## config.mk

```make
export PLATFORM = sky130hd
export DESIGN_NAME = ccs_regs
export DESIGN_NICKNAME = d
export VERILOG_FILES = /design/src/rtl/ccs_pkg.sv /design/src/rtl/ccs_regs.sv /design/src/rtl/ccs_timer_pace.sv
export SDC_FILE = /design/constraint.sdc
export NUM_CORES = 1
export LEC_CHECK = 0
export ABC_AREA = 1
export BUFFER_PORTS_ARGS = -buffer_cell sky130_fd_sc_hd__buf_4
export CAP_MARGIN = 20
export CELL_PAD_IN_SITES_DETAIL_PLACEMENT = 0
export CELL_PAD_IN_SITES_GLOBAL_PLACEMENT = 1
export CORE_ASPECT_RATIO = 1.1
export CORE_MARGIN = 1.5
export CORE_UTILIZATION = 39
export CTS_CLUSTER_SIZE = 14
export DETAILED_ROUTE_END_ITERATION = 7
export GPL_ROUTABILITY_DRIVEN = 0
export HOLD_SLACK_MARGIN = 0.08
export PLACE_DENSITY_LB_ADDON = 0.1
export SLEW_MARGIN = 10
export SYNTH_ARGS = -nofsm -noshare
export SYNTH_HDL_FRONTEND = slang
export SYNTH_SLANG_ARGS = --single-unit
export TNS_END_PERCENT = 100
```

## constraint.sdc

```tcl
create_clock -name clk -period 2.2 [get_ports clk]
set_clock_uncertainty 0.2 [all_clocks]
set_input_delay 0.33 -clock clk [delete_from_list [all_inputs] [get_ports clk]]
set_output_delay 0.33 -clock clk [all_outputs]
set_load 0.03 [all_outputs]
```

## src/rtl/ccs_pkg.sv

```systemverilog
// Purpose: Constants and types for the charger configuration and state register bank.
// Assumes: One 20 MHz clock, synchronous active-high reset, byte-wide register port.
// Notes: Register index is the printed byte address of the serial register map.
package ccs_pkg;
   localparam logic [7:0] CCS_ADDR_CFG0 = 8'h02;
   localparam logic [7:0] CCS_ADDR_CFG1 = 8'h03;
   localparam logic [7:0] CCS_ADDR_CFG2 = 8'h04;
   localparam logic [7:0] CCS_ADDR_CFG3 = 8'h05;
   localparam logic [7:0] CCS_ADDR_STATE = 8'h06;
   localparam logic [7:0] CCS_RST_CFG0 = 8'h6F;
   localparam logic [7:0] CCS_RST_CFG1 = 8'h54;
   localparam logic [7:0] CCS_RST_CFG2 = 8'h4C;
   localparam logic [7:0] CCS_RST_CFG3 = 8'h41;
   localparam logic [7:0] CCS_WMASK_CFG0 = 8'hFF;
   localparam logic [7:0] CCS_WMASK_CFG1 = 8'hFC;
   localparam logic [7:0] CCS_WMASK_CFG2 = 8'hEE;
   localparam logic [7:0] CCS_WMASK_CFG3 = 8'hFE;
   localparam int CCS_BIT_CHG_ON = 0;
   localparam int CCS_BIT_TERM_EN = 1;
   localparam int CCS_BIT_ADAPT = 2;
   localparam int CCS_BIT_THERM = 3;
   localparam int CCS_BIT_INCUR = 4;
   localparam int CCS_BIT_FINISH = 2;
   localparam int CCS_BIT_SCALE = 4;
   localparam int CCS_BIT_PRE = 6;
   localparam int CCS_BIT_CMP_EN = 1;
   localparam int CCS_BIT_PPM = 2;
   localparam int CCS_BIT_NTC = 3;
   localparam int CCS_BIT_PRETIME = 5;
   localparam int CCS_BIT_SAFETY = 6;
   localparam int CCS_BIT_CMP_OUT = 0;
   localparam int CCS_BIT_PCELL = 1;
   localparam int CCS_BIT_TSHIFT = 3;
   localparam int CCS_BIT_VOLT = 5;
   localparam int CCS_TIMER_DIV = 20;

   typedef struct packed {
      logic       wr;
      logic       rd;
      logic [7:0] addr;
      logic [7:0] wdata;
   } ccs_bus_t;

   typedef struct packed {
      logic [1:0] input_current;
      logic       thermal_regulation_enable;
      logic       termination_enable;
      logic       charger_on;
      logic [1:0] precharge_factor;
      logic [1:0] charge_scale;
      logic [1:0] finish_current_factor;
      logic [1:0] safety_time_select;
      logic       precharge_time_select;
      logic       thermistor_select;
      logic       power_path_threshold_select;
      logic       comparator_enable;
      logic [2:0] charge_voltage_select;
      logic [1:0] temperature_window_shift;
      logic [1:0] primary_cell_threshold;
      logic       input_suspend;
      logic       timer_tick;
   } ccs_ctrl_t;

   typedef struct packed {
      logic state_sleep_flag;
      logic state_reset_flag;
      logic state_idle_flag;
      logic state_precharge_flag;
      logic state_bulk_charge_flag;
      logic state_linear_flag;
      logic state_fault_flag;
      logic state_suspend_flag;
   } ccs_state_t;
endpackage

```

## src/rtl/ccs_regs.sv

```systemverilog
// Purpose: Charger configuration registers and read-only state register.
// Assumes: Serial protocol engine supplies one-cycle read and write strobes.
// Notes: Read data is registered one cycle after the read strobe.
`timescale 1ns/1ps
module ccs_regs
   import ccs_pkg::*;
(
   input wire logic clk,
   input wire logic sys_rst,
   input wire logic supply_undervoltage_lockout,
   input ccs_bus_t bus,
   input wire logic die_over_temp,
   input wire logic ppm_limiting,
   input wire logic [3:0] current_ratio,
   input wire logic primary_cell_below,
   input ccs_state_t charger_state,
   output logic [7:0] rdata,
   output logic rvalid,
   output ccs_ctrl_t ctrl,
   output logic thermal_foldback,
   output logic comparator_irq
);
   typedef struct packed {
      logic [7:0] cfg0;
      logic [7:0] cfg1;
      logic [7:0] cfg2;
      logic [7:0] cfg3;
      logic [7:0] rdata;
      logic rvalid;
      logic foldback;
      logic cmp_out;
      logic cmp_prev;
      logic irq;
   } ccs_regs_t;

   ccs_regs_t s_q;
   ccs_regs_t s_d;
   logic timer_tick;
   logic wipe;
   logic [7:0] cfg3_view;

   assign wipe = sys_rst | supply_undervoltage_lockout;

   ccs_timer_pace #(
      .DIV(CCS_TIMER_DIV)
   ) u_pace (
      .clk(clk),
      .sys_rst(wipe),
      .adaptive_timer_enable(s_q.cfg0[CCS_BIT_ADAPT]),
      .current_reduced(s_q.foldback | ppm_limiting),
      .current_ratio(current_ratio),
      .tick(timer_tick)
   );

   always_comb begin
      s_d = s_q;
      s_d.rvalid = 1'b0;
      s_d.irq = 1'b0;
      // Write masks keep read-only positions at their fixed values.
      if (bus.wr) begin
         case (bus.addr)
            CCS_ADDR_CFG0: s_d.cfg0 = bus.wdata;
            CCS_ADDR_CFG1: begin
               s_d.cfg1 = (bus.wdata & CCS_WMASK_CFG1) |
                  (CCS_RST_CFG1 & ~CCS_WMASK_CFG1);
            end
            CCS_ADDR_CFG2: begin
               s_d.cfg2 = (bus.wdata & CCS_WMASK_CFG2) |
                  (CCS_RST_CFG2 & ~CCS_WMASK_CFG2);
            end
            CCS_ADDR_CFG3: begin
               s_d.cfg3 = (bus.wdata & CCS_WMASK_CFG3) | (s_q.cfg3 & ~CCS_WMASK_CFG3);
            end
            default: s_d.cfg0 = s_q.cfg0;
         endcase
      end
      // Thermal foldback only acts while the loop is enabled.
      s_d.foldback = s_q.cfg0[CCS_BIT_THERM] & die_over_temp;
      // A disabled comparator reads as below threshold and raises no interrupt.
      s_d.cmp_out = ~s_q.cfg2[CCS_BIT_CMP_EN] | primary_cell_below;
      s_d.cmp_prev = s_q.cmp_out;
      s_d.irq = s_q.cfg2[CCS_BIT_CMP_EN] & s_q.cmp_out & ~s_q.cmp_prev;
      cfg3_view = {s_q.cfg3[7:1], s_q.cmp_out};
      if (bus.rd) begin
         s_d.rvalid = 1'b1;
         case (bus.addr)
            CCS_ADDR_CFG0: s_d.rdata = s_q.cfg0;
            CCS_ADDR_CFG1: s_d.rdata = s_q.cfg1;
            CCS_ADDR_CFG2: s_d.rdata = s_q.cfg2;
            CCS_ADDR_CFG3: s_d.rdata = cfg3_view;
            CCS_ADDR_STATE: s_d.rdata = charger_state;
            default: s_d.rdata = 8'h00;
         endcase
      end
   end

   always_ff @(posedge clk) begin
      if (wipe) begin
         s_q.cfg0 <= CCS_RST_CFG0;
         s_q.cfg1 <= CCS_RST_CFG1;
         s_q.cfg2 <= CCS_RST_CFG2;
         s_q.cfg3 <= CCS_RST_CFG3;
         s_q.rdata <= 8'h00;
         s_q.rvalid <= 1'b0;
         s_q.foldback <= 1'b0;
         s_q.cmp_out <= 1'b1;
         s_q.cmp_prev <= 1'b1;
         s_q.irq <= 1'b0;
      end else begin
         s_q <= s_d;
      end
   end

   // Decoded controls fan out straight from register bits to the analog core; timer_tick comes from u_pace instead.
   assign ctrl.input_current = s_q.cfg0[CCS_BIT_INCUR +: 2];
   assign ctrl.input_suspend = &s_q.cfg0[CCS_BIT_INCUR +: 2];
   assign ctrl.thermal_regulation_enable = s_q.cfg0[CCS_BIT_THERM];
   assign ctrl.termination_enable = s_q.cfg0[CCS_BIT_TERM_EN];
   assign ctrl.charger_on = s_q.cfg0[CCS_BIT_CHG_ON];
   assign ctrl.precharge_factor = s_q.cfg1[CCS_BIT_PRE +: 2];
   assign ctrl.charge_scale = s_q.cfg1[CCS_BIT_SCALE +: 2];
   assign ctrl.finish_current_factor = s_q.cfg1[CCS_BIT_FINISH +: 2];
   assign ctrl.safety_time_select = s_q.cfg2[CCS_BIT_SAFETY +: 2];
   assign ctrl.precharge_time_select = s_q.cfg2[CCS_BIT_PRETIME];
   assign ctrl.thermistor_select = s_q.cfg2[CCS_BIT_NTC];
   assign ctrl.power_path_threshold_select = s_q.cfg2[CCS_BIT_PPM];
   assign ctrl.comparator_enable = s_q.cfg2[CCS_BIT_CMP_EN];
   assign ctrl.charge_voltage_select = s_q.cfg3[CCS_BIT_VOLT +: 3];
   assign ctrl.temperature_window_shift = s_q.cfg3[CCS_BIT_TSHIFT +: 2];
   assign ctrl.primary_cell_threshold = s_q.cfg3[CCS_BIT_PCELL +: 2];
   assign ctrl.timer_tick = timer_tick;
   assign rdata = s_q.rdata;
   assign rvalid = s_q.rvalid;
   assign thermal_foldback = s_q.foldback;
   assign comparator_irq = s_q.irq;
endmodule

```

## src/rtl/ccs_timer_pace.sv

```systemverilog
// Purpose: Paces the safety-timer tick, slowing it while charge current is reduced.
// Assumes: Reduction ratio given as a 4-bit code; current is (code + 1) sixteenths of full current.
// Notes: Credit accumulation keeps the average tick rate proportional to current.
`timescale 1ns/1ps
module ccs_timer_pace
   import ccs_pkg::*;
#(
   parameter int DIV = CCS_TIMER_DIV
) (
   input wire logic clk,
   input wire logic sys_rst,
   input wire logic adaptive_timer_enable,
   input wire logic current_reduced,
   input wire logic [3:0] current_ratio,
   output logic tick
);
   typedef struct packed {
      logic [15:0] div_cnt;
      logic [4:0] credit;
      logic tick;
   } ccs_pace_t;
   ccs_pace_t s_q;
   ccs_pace_t s_d;
   logic base_tick;
   logic [5:0] sum;

   always_comb begin
      s_d = s_q;
      s_d.tick = 1'b0;
      base_tick = (s_q.div_cnt == 16'(DIV - 1));
      sum = 6'h00;
      s_d.div_cnt = base_tick ? 16'h0000 : s_q.div_cnt + 16'h0001;
      if (base_tick) begin
         // Only a reduced loop with the adaptive mode on slows the timers.
         if (adaptive_timer_enable && current_reduced) begin
            sum = {1'b0, s_q.credit} + {2'h0, current_ratio} + 6'h01;
            if (sum >= 6'h10) begin
               s_d.tick = 1'b1;
               s_d.credit = 5'(sum - 6'h10);
            end else begin
               s_d.credit = sum[4:0];
            end
         end else begin
            s_d.tick = 1'b1;
            s_d.credit = 5'h00;
         end
      end
   end

   always_ff @(posedge clk) begin
      if (sys_rst) begin
         s_q <= '0;
      end else begin
         s_q <= s_d;
      end
   end

   assign tick = s_q.tick;
endmodule

```

==> impl_metrics.csv, run 1 <==
group,metric,value,unit
outcome,outcome,"complete, no violations",
logic_synthesis,yosysWarnings,0,
hold_path,hp-class,"input port to flip-flop",
clock_network,cts_tree,"yes",
die,die_area,0.00881,mm²
logic_synthesis,netlist_area,0.00322,mm²
worst_setup_path,crit_required,2240,ps
die,start_util,40.5,%
clock_network,htree_levels,3,
clock_network,cts_made_buffers,9,
worst_setup_path,critPathLaunchType,"flip-flop",
logic_synthesis,yosys_most_used_dff,"dfxtp_1",
logic_synthesis,yosysTopAreaCellShare,38.6,%
timing,hold_viol,0,
clock_network,clk_latency,350,ps
placed_design,pre_cts_ws,277,ps
die,dieWidth,89.6,µm
routing,vias,2763,
routing,via_per_inst,4.72,
timing,layout_setup_ws,461,ps
logic_synthesis,syn_avg_cell_area,7.70,µm²
hold_path,whs_path_depth,4,
clock_network,post_cts_buffers,0,
placed_design,hpwl,5860,µm
worst_setup_path,r2r_end,"u_pace.s_q[20]$_SDFF_PP0_",
logic_synthesis,ys_top_cells_by_area,"dfxtp_1, buf_4, inv_1, nand2_1, nand3_1",
die,ios,73,
timing,period_share,79.0,%
routing,wl_per_cell,13.1,µm
timing,slew_violations,0,
timing,setup_tns,0,ps
die,placementRows,34,
clock_network,cts-hold-fix-buffers,10,
timing,slew_headroom,74.5,%
power_and_ir_drop,p_leak,1.72,nW
timing,finalSetupViolCount,0,
power_and_ir_drop,ir_worst_vdd,280,µV
logic_synthesis,syn_inst,418,
finish,drive_above_1_share,28.2,%
logic_synthesis,ys_types,38,
timing,worstMarginPinSlew,382,ps
grt,grt.total_usage,18.8,%
logic_synthesis,synth-seq-cells,62,
timing,rsz0062_at_grt,"no",
clock_network,clock_tree.buffer_depth,2,
placed_design,port_buffers,72,
timing,fmax,575,MHz
finish,antenna_cells,0,
worst_setup_path,cp_data_arrival_time,1770,ps
routing,first_pass_iters,4,
routing,drtAntennaViolNets,0,
die,fp.dieH,98.3,µm
logic_synthesis,async_flop_share,0,%
clock_network,ctsResizeCount,0,
hold_path,hold_end,"u_pace.s_q[3]$_SDFFE_PP0N_",
worst_setup_path,cp_max_fo,4,
grt,grt_first_pass_wirelength,12600,µm
finish,syn_to_final_growth,21.5,%
routing,drt_iter0_drc,124,
worst_setup_path,cp-end-kind,"flip-flop",
grt,grt_overflow_total,0,
die,core-area,0.00796,mm²
clock_network,cts_root_buffer,"clkbuf_8",
logic_synthesis,syn_nets,460,
grt,grt_pass1_vias,2598,
power_and_ir_drop,cellPowerDensity,585,mW/mm²
clock_network,cts.clk_slew.worst_paths,80,ps
worst_setup_path,regToRegSetupSlack,460,ps
logic_synthesis,synth_top_area_cell,"dfxtp_1",
routing,wl,7700,µm
worst_setup_path,regToRegStartpoint,"u_pace.s_q[6]$_SDFF_PP0_",
worst_setup_path,r2r_cells,8,
grt,antenna_found_initial,0,
flow_run,cap_violations,0,
timing,min_period,1740,ps
worst_setup_path,crit_type,"flip-flop to flip-flop",
routing,drc,0,
hold_path,hold_path_startpoint,"sys_rst",
clock_network,clkSinkCount,62,
grt,grt_max_degree,35,
logic_synthesis,ys_seq_area_share,38.6,%
finish,layout.nets,515,
logic_synthesis,synth-edff-count,0,
## cells in the mapped netlist (5+ instances only)
cell,number
ha_1,5
nor2_4,6
nand4_1,8
o21ai_1,12
o22ai_1,7
o21ai_0,23
nand2_1,53
nand3_1,29
nor3_1,6
buf_4,34
inv_2,9
nor2_1,28
nand2_2,6
a21oi_1,21
inv_1,55
dfxtp_1,62
o211ai_1,9
a21oi_2,5
nor2_2,6
## worst max path at each step
| stage | from | end | slack (ps) | cells after the start |
|---|---|---|---|---|
| after global placement | bus[14] | ctrl[18]$_SDFFE_PP0P_ | 340 | 10 |
| after global routing | u_pace.s_q[1]$_SDFFE_PP0N_ | u_pace.tick$_SDFF_PP0_ | 340 | 8 |
| final | u_pace.s_q[6]$_SDFF_PP0_ | u_pace.s_q[20]$_SDFF_PP0_ | 460 | 8 |
| after CTS | u_pace.s_q[6]$_SDFF_PP0_ | u_pace.s_q[20]$_SDFF_PP0_ | 440 | 8 |
| after floorplan | current_ratio[0] | u_pace.tick$_SDFF_PP0_ | 530 | 8 |
| after detailed placement | bus[12] | ctrl[18]$_SDFFE_PP0P_ | 280 | 10 |
## state kept, by name (all words and copies together) (netlist names)
register          count
ctrl                 24
u_pace.s_q           21
rdata                 8
s_q                   4
cfg3_view             1
comparator_irq        1
rvalid                1
thermal_foldback      1
u_pace.tick           1
## layout by cell type, fill, tap and decap left out, types with 2 or more instances in the layout
master / netlist / final
o21a_1: 2 / 2
dfxtp_1: 62 / 62
inv_2: 9 / 9
clkbuf_8: 0 / 9
xor2_1: 4 / 4
a21oi_1: 21 / 21
nor3_1: 6 / 6
dlygate4sd3_1: 0 / 10
o22ai_1: 7 / 7
o211ai_1: 9 / 9
nand3_2: 2 / 2
nand3_1: 29 / 29
inv_1: 55 / 55
clkinvlp_4: 0 / 3
nand4_1: 8 / 8
nor3b_1: 2 / 2
clkinv_2: 0 / 2
nor2_2: 6 / 7
buf_4: 34 / 77
nor4_1: 2 / 2
nand2_2: 6 / 6
nand2_1: 53 / 53
a21oi_2: 5 / 5
nor2_4: 6 / 6
ha_1: 5 / 5
o21ai_0: 23 / 23
nand2_4: 4 / 4
nor2_1: 28 / 27
o21ai_1: 12 / 12
## critical path, stage by stage, from the launching register on
cell and delay (ps):
dfxtp_1 370, ha_1 230, nand2_1 100, nor2_2 160
nand2_1 100, inv_2 100, nand2_2 70, o21ai_0 220
a21oi_2 70
## kinds of logic (layout without fill, tap and decap cells)
| group | Yosys count | count (layout) | synth area share (%) |
|---|---|---|---|
| flops | 62 | 62 | 38.6 |
| buf+inv | 107 | 167 | 17.2 |
| compound gates | 84 | 84 | 15.3 |
| fa+ha+maj | 6 | 6 | 2.57 |
| xor+xnor | 5 | 5 | 1.36 |
| simple gates | 154 | 154 | 25.0 |
## stage by stage
step	power [mW]	util, %	area [µm²]	hold WS (ps)	std cells
floorplan	1.24	-	3220	175	418
global placement	1.32	45.5	3620	190	560
detailed placement	1.32	45.5	3620	190	560
CTS	2.31	49.2	3910	88.4	586
global route	2.40	49.2	3910	103	586
finish	2.29	49.2	3910	100	586
## layer usage
layer	global-route usage (%)	up-vias	routed length (µm)
li1	-	1444	-
met1	24.8	1239	3500
met2	29.4	72	3730
met3	4.23	8	364
met4	7.46	0	97
met5	0	-	0
## layout make-up
| cell class | instances | area, µm² |
|---|---|---|
| clock inverter | 6 | 62.6 |
| tap | 108 | 135 |
| inverter | 64 | 240 |
| timing repair buffer | 87 | 678 |
| sequential | 62 | 1240 |
| clock buffer | 10 | 128 |
| fill | 832 | 4040 |
| multi-input combinational | 249 | 1430 |
## report_power, final
group	leakage (nW)	switching (mW)	internal [mW]	total, mW
combinational	1.13	0.0960	0.0827	0.179
clock	0.0883	0.459	0.519	0.978
sequential	0.501	0.00389	1.13	1.13
total	1.72	0.559	1.73	2.29
No activity file was read; power rests on OpenSTA's default activity.
==> run 2: changes to the inputs <==
==> constraint.sdc (replaced) <==
create_clock -name clk -period 1.6 [get_ports clk]
set_clock_uncertainty 0.2 [all_clocks]
set_input_delay 0.24 -clock clk [delete_from_list [all_inputs] [get_ports clk]]
set_output_delay 0.24 -clock clk [all_outputs]
set_load 0.03 [all_outputs]
==> impl_metrics.csv, run 2 (synthesized netlist as in run 1, its figures left out) <==
group,metric,value,unit
timing,period_share,98.1,%
worst_setup_path,regToRegSetupSlack,30,ps
routing,drc,0,
worst_setup_path,cp_max_fo,2,
die,die_area,0.00881,mm²
worst_setup_path,critPathLaunchType,"flip-flop",
worst_setup_path,cp_data_arrival_time,1600,ps
finish,instances_no_fill,616,
timing,fmax,637,MHz
clock_network,cts_root_buffer,"clkbuf_8",
worst_setup_path,r2r_cells,8,
power_and_ir_drop,power.total,3.25,mW
timing,slew_headroom,80.1,%
worst_setup_path,crit_required,1630,ps
clock_network,clock_tree.buffer_depth,2,
hold_path,hold_path_startpoint,"sys_rst",
timing,setup_tns,0,ps
finish,drive_above_1_share,35.6,%
routing,first_pass_iters,4,
placed_design,place_inst,584,
outcome,outcome,"complete, no violations",
finish,antenna_cells,0,
grt,antenna_found_initial,0,
timing,hold_viol,0,
power_and_ir_drop,ir_worst_vdd,402,µV
routing,drtAntennaViolNets,0,
grt,grt_pass1_vias,2713,
clock_network,clk_latency,340,ps
grt,grt_max_degree,35,
grt,grt_overflow_total,0,
finish,layout.nets,545,
finish,syn_to_final_growth,33.4,%
hold_path,whs_path_depth,4,
clock_network,htree_levels,3,
flow_run,cap_violations,0,
grt,grt_first_pass_wirelength,12500,µm
routing,wl,7840,µm
timing,finalSetupViolCount,0,
timing,rsz0062_at_grt,"yes",
worst_setup_path,r2r_end,"u_pace.tick$_SDFF_PP0_",
placed_design,port_buffers,72,
clock_network,cts_made_buffers,9,
power_and_ir_drop,cellPowerDensity,757,mW/mm²
die,dieWidth,89.6,µm
clock_network,cts_tree,"yes",
timing,worstMarginPinSlew,298,ps
finish,post-route-util,54.0,%
worst_setup_path,cp-end-kind,"flip-flop",
worst_setup_path,regToRegStartpoint,"u_pace.s_q[1]$_SDFFE_PP0N_",
worst_setup_path,crit_type,"flip-flop to flip-flop",
die,fp.dieH,98.3,µm
power_and_ir_drop,p_leak,1.90,nW
routing,drt_iter0_drc,119,
clock_network,cts.clk_slew.worst_paths,70,ps
worst_setup_path,critPathLaunch,"u_pace.s_q[1]$_SDFFE_PP0N_",
grt,grt.total_usage,18.6,%
finish,final_common_cell,"buf_4",
die,placementRows,34,
die,ios,73,
finish,stdcell_area,0.00429,mm²
finish,final_cell_mix,"buf_4, dfxtp_1, inv_1, nand2_1, nand3_1",
routing,wl_per_cell,12.7,µm
timing,min_period,1570,ps
hold_path,hp-class,"input port to flip-flop",
die,core-area,0.00796,mm²
routing,vias,2923,
clock_network,clkSinkCount,62,
placed_design,hpwl,5900,µm
hold_path,hold_end,"s_q[1]$_SDFF_PP1_",
placed_design,dpl_cell_area,0.00384,mm²
timing,slew_violations,0,
finish,largest_reg_flops,24,
die,start_util,40.5,%
routing,via_per_inst,4.75,
==> run 2: cell count changes in the layout (fill, tap and decap cells not counted), sizes merged <==
| cell | previous run | this run |
|---|---|---|
| buf | 77 | 103 |
| dlygate4sd3 | 10 | 14 |
| clkinvlp | 3 | 0 |
| clkbuf | 10 | 12 |
| clkinv | 2 | 3 |
==> run 2: layout make-up <==
| cell class | instances | area [µm²] |
|---|---|---|
| Clock buffer | 12 | 155 |
| Clock inverter | 4 | 45.0 |
| Fill cell | 793 | 3660 |
| Inverter | 64 | 240 |
| Multi-Input combinational cell | 249 | 1520 |
| Sequential cell | 62 | 1250 |
| Tap cell | 108 | 135 |
| Timing Repair Buffer | 117 | 951 |
==> run 2: per-layer routing <==
layer | global-route usage, % | vias to the layer above | wire length (µm)
li1 | - | 1511 | -
met1 | 23.6 | 1318 | 3550
met2 | 30.0 | 82 | 3760
met3 | 4.14 | 12 | 387
met4 | 7.81 | 0 | 143
met5 | 0 | - | 0
==> run 2: how the worst max path moves through the flow <==
| stage | end | slack [ps] |
|---|---|---|
| CTS | u_pace.s_q[20]$_SDFF_PP0_ | 2 |
| global route | u_pace.tick$_SDFF_PP0_ | -30 |
| global placement | u_pace.tick$_SDFF_PP0_ | -70 |
| detailed placement | u_pace.tick$_SDFF_PP0_ | -60 |
| floorplan | u_pace.tick$_SDFF_PP0_ | 2 |
| finish | u_pace.tick$_SDFF_PP0_ | 30 |
==> run 2: power breakdown <==
part           leakage, nW  internal, mW  switching [mW]
registers            0.504          1.55         0.00511
logic                 1.29         0.151           0.144
clock network        0.106         0.797           0.603
==> run 2: metrics by stage <==
step	hold slack, ps	setup slack, ps
global placement	195	-75.0
detailed placement	203	-63.8
global route	91.8	-29.6
finish	94.1	31.2
floorplan	132	2.35
CTS	80.4	2.45
==> run 2: what timing repair did <==
| action | CTS | global route |
|---|---|---|
| gates resized for setup | 8 | 18 |
| buffers inserted | 0 | 2 |
| hold buffers | 14 | 0 |
| endpoints found under the hold margin | 34 | 0 |
| pin swaps | 3 | 9 |
| endpoints found under the setup margin | 6 | 21 |
==> run 2: worst max-delay path, stage by stage (launching register included) <==
cell      delay (ps)
dfxtp_2          320
inv_2             40
ha_4             160
fa_2             330
inv_2             70
nand3_2           60
nand2_2           70
xor2_1           140
a21boi_1          70
==> run 3: changes to the inputs <==
--- a/config.mk
+++ b/config.mk
@@ -18,6 +18,7 @@
 export GPL_ROUTABILITY_DRIVEN = 0
 export HOLD_SLACK_MARGIN = 0.08
 export PLACE_DENSITY_LB_ADDON = 0.1
+export REMOVE_ABC_BUFFERS = 1
 export SLEW_MARGIN = 10
 export SYNTH_ARGS = -nofsm -noshare
 export SYNTH_HDL_FRONTEND = slang
==> impl_metrics.csv, run 3 (synthesized netlist as in run 1, its figures left out) <==
group,metric,value,unit
timing,rsz0062_at_grt,"yes",
worst_setup_path,cp-end-kind,"flip-flop",
die,placementRows,34,
grt,grt_overflow_total,0,
power_and_ir_drop,cellPowerDensity,747,mW/mm²
finish,layout.nets,554,
timing,finalSetupViolCount,0,
grt,grt_pass1_vias,2755,
routing,wl,7740,µm
finish,drive_above_1_share,35.6,%
worst_setup_path,crit_type,"flip-flop to flip-flop",
clock_network,cts_made_buffers,9,
routing,via_per_inst,4.63,
finish,post-route-util,54.7,%
timing,period_share,98.4,%
die,core-area,0.00796,mm²
finish,instances_no_fill,625,
worst_setup_path,cp_data_arrival_time,1610,ps
routing,drtAntennaViolNets,0,
routing,wl_per_cell,12.4,µm
routing,vias,2893,
timing,slew_violations,0,
routing,drc,0,
placed_design,hpwl,5820,µm
clock_network,cts_root_buffer,"clkbuf_8",
power_and_ir_drop,p_leak,1.92,nW
die,fp.dieH,98.3,µm
power_and_ir_drop,ir_worst_vdd,394,µV
grt,grt_first_pass_wirelength,12800,µm
outcome,outcome,"complete, no violations",
die,dieWidth,89.6,µm
timing,min_period,1570,ps
clock_network,htree_levels,3,
grt,antenna_found_initial,0,
finish,syn_to_final_growth,35.3,%
finish,final_cell_mix,"buf_4, dfxtp_1, inv_1, nand2_1, nand3_1",
finish,n_fill_cell,812,
placed_design,port_buffers,72,
routing,first_pass_iters,4,
clock_network,cts_tree,"yes",
placed_design,place_inst,588,
die,ios,73,
finish,final_common_cell,"buf_4",
timing,whs,89.3,ps
grt,grt.total_usage,19.0,%
timing,slew_headroom,73.6,%
grt,grt_max_degree,35,
timing,worstMarginPinSlew,395,ps
die,die_area,0.00881,mm²
clock_network,cts.clk_slew.worst_paths,70,ps
finish,largest_reg_flops,24,
clock_network,clk_latency,350,ps
hold_path,hp-class,"input port to flip-flop",
clock_network,clkSinkCount,62,
clock_network,clock_tree.buffer_depth,2,
worst_setup_path,crit_required,1640,ps
worst_setup_path,cp_max_fo,2,
timing,hold_viol,0,
worst_setup_path,critPathLaunchType,"flip-flop",
finish,antenna_cells,0,
routing,drt_iter0_drc,101,
timing,fmax,635,MHz
die,start_util,40.5,%
flow_run,cap_violations,0,
==> run 3: changes by cell type in the layout (fill, tap and decap cells not counted), moves of 2 or more <==
cell and delta:
dfxtp_2 -4, dlygate4sd3_1 +3, dfxtp_1 +3, buf_4 +5
clkinvlp_4 +2
==> run 3: report_power, final <==
group | leakage, nW | switching (mW) | internal, mW
Sequential | 0.503 | 0.00676 | 1.55
Combinational | 1.32 | 0.144 | 0.154
Clock | 0.102 | 0.645 | 0.755
Total | 1.92 | 0.795 | 2.46
==> run 3: layout make-up <==
| type | count | area [µm²] | share of cell area, % |
|---|---|---|---|
| inverter | 64 | 244 | 5.60 |
| timing repair buffer | 125 | 1010 | 23.2 |
| sequential | 62 | 1250 | 28.6 |
| multi-input combinational | 250 | 1520 | 34.9 |
| clock buffer | 10 | 138 | 3.16 |
| clock inverter | 6 | 61.3 | 1.41 |
| tap | 108 | 135 | 3.10 |
==> run 3: worst paths after layout <==
path                                                  from                        end  slack [ps]  cells past startpoint
worst max-delay path            u_pace.s_q[1]$_SDFFE_PP0N_     u_pace.tick$_SDFF_PP0_          30                      8
worst max register to register  u_pace.s_q[1]$_SDFFE_PP0N_     u_pace.tick$_SDFF_PP0_          30                      8
worst min-delay path                          ppm_limiting     u_pace.tick$_SDFF_PP0_          90                      4
worst min register to register           s_q[1]$_SDFF_PP1_  comparator_irq$_SDFF_PP0_         210                      1
==> run 3: metal layers <==
layer / vias to the layer above / part of all wire, % / global-route usage [%]
li1: 1520 / - / -
met1: 1296 / 45 / 24.3
met2: 63 / 49 / 30.5
met3: 14 / 4.4 / 5.16
met4: 0 / 1.8 / 6.39
met5: - / 0 / 0
==> run 3: timing repair <==
action,4_1_cts,5_1_grt
endpoints found under the hold margin,37,0
hold buffers,17,0
endpoints found under the setup margin,14,23
cloned,1,0
buffers inserted,0,3
pin swaps,5,9
resized for setup,10,16
==> run 3: critical path: stages, from the launching register on <==
cell and delay, ps:
dfxtp_2 320, inv_2 40, ha_4 150, fa_2 330, inv_2 70, nand3_2 60
nand2_2 70, xor2_1 150, a21boi_1 80
==> run 3: through the flow <==
| step | setup slack [ps] | TNS [ps] | total power [mW] | cell area (µm²) |
|---|---|---|---|---|
| after global placement | -111 | -208 | 1.84 | 3860 |
| after floorplan | -772 | -26940 | 1.69 | 2910 |
| final | 25.5 | 0 | 3.26 | 4360 |
| after global routing | -79.2 | -98.3 | 3.40 | 4360 |
| after CTS | -7.45 | -7.45 | 3.29 | 4250 |
| after detailed placement | -133 | -264 | 1.84 | 3860 |
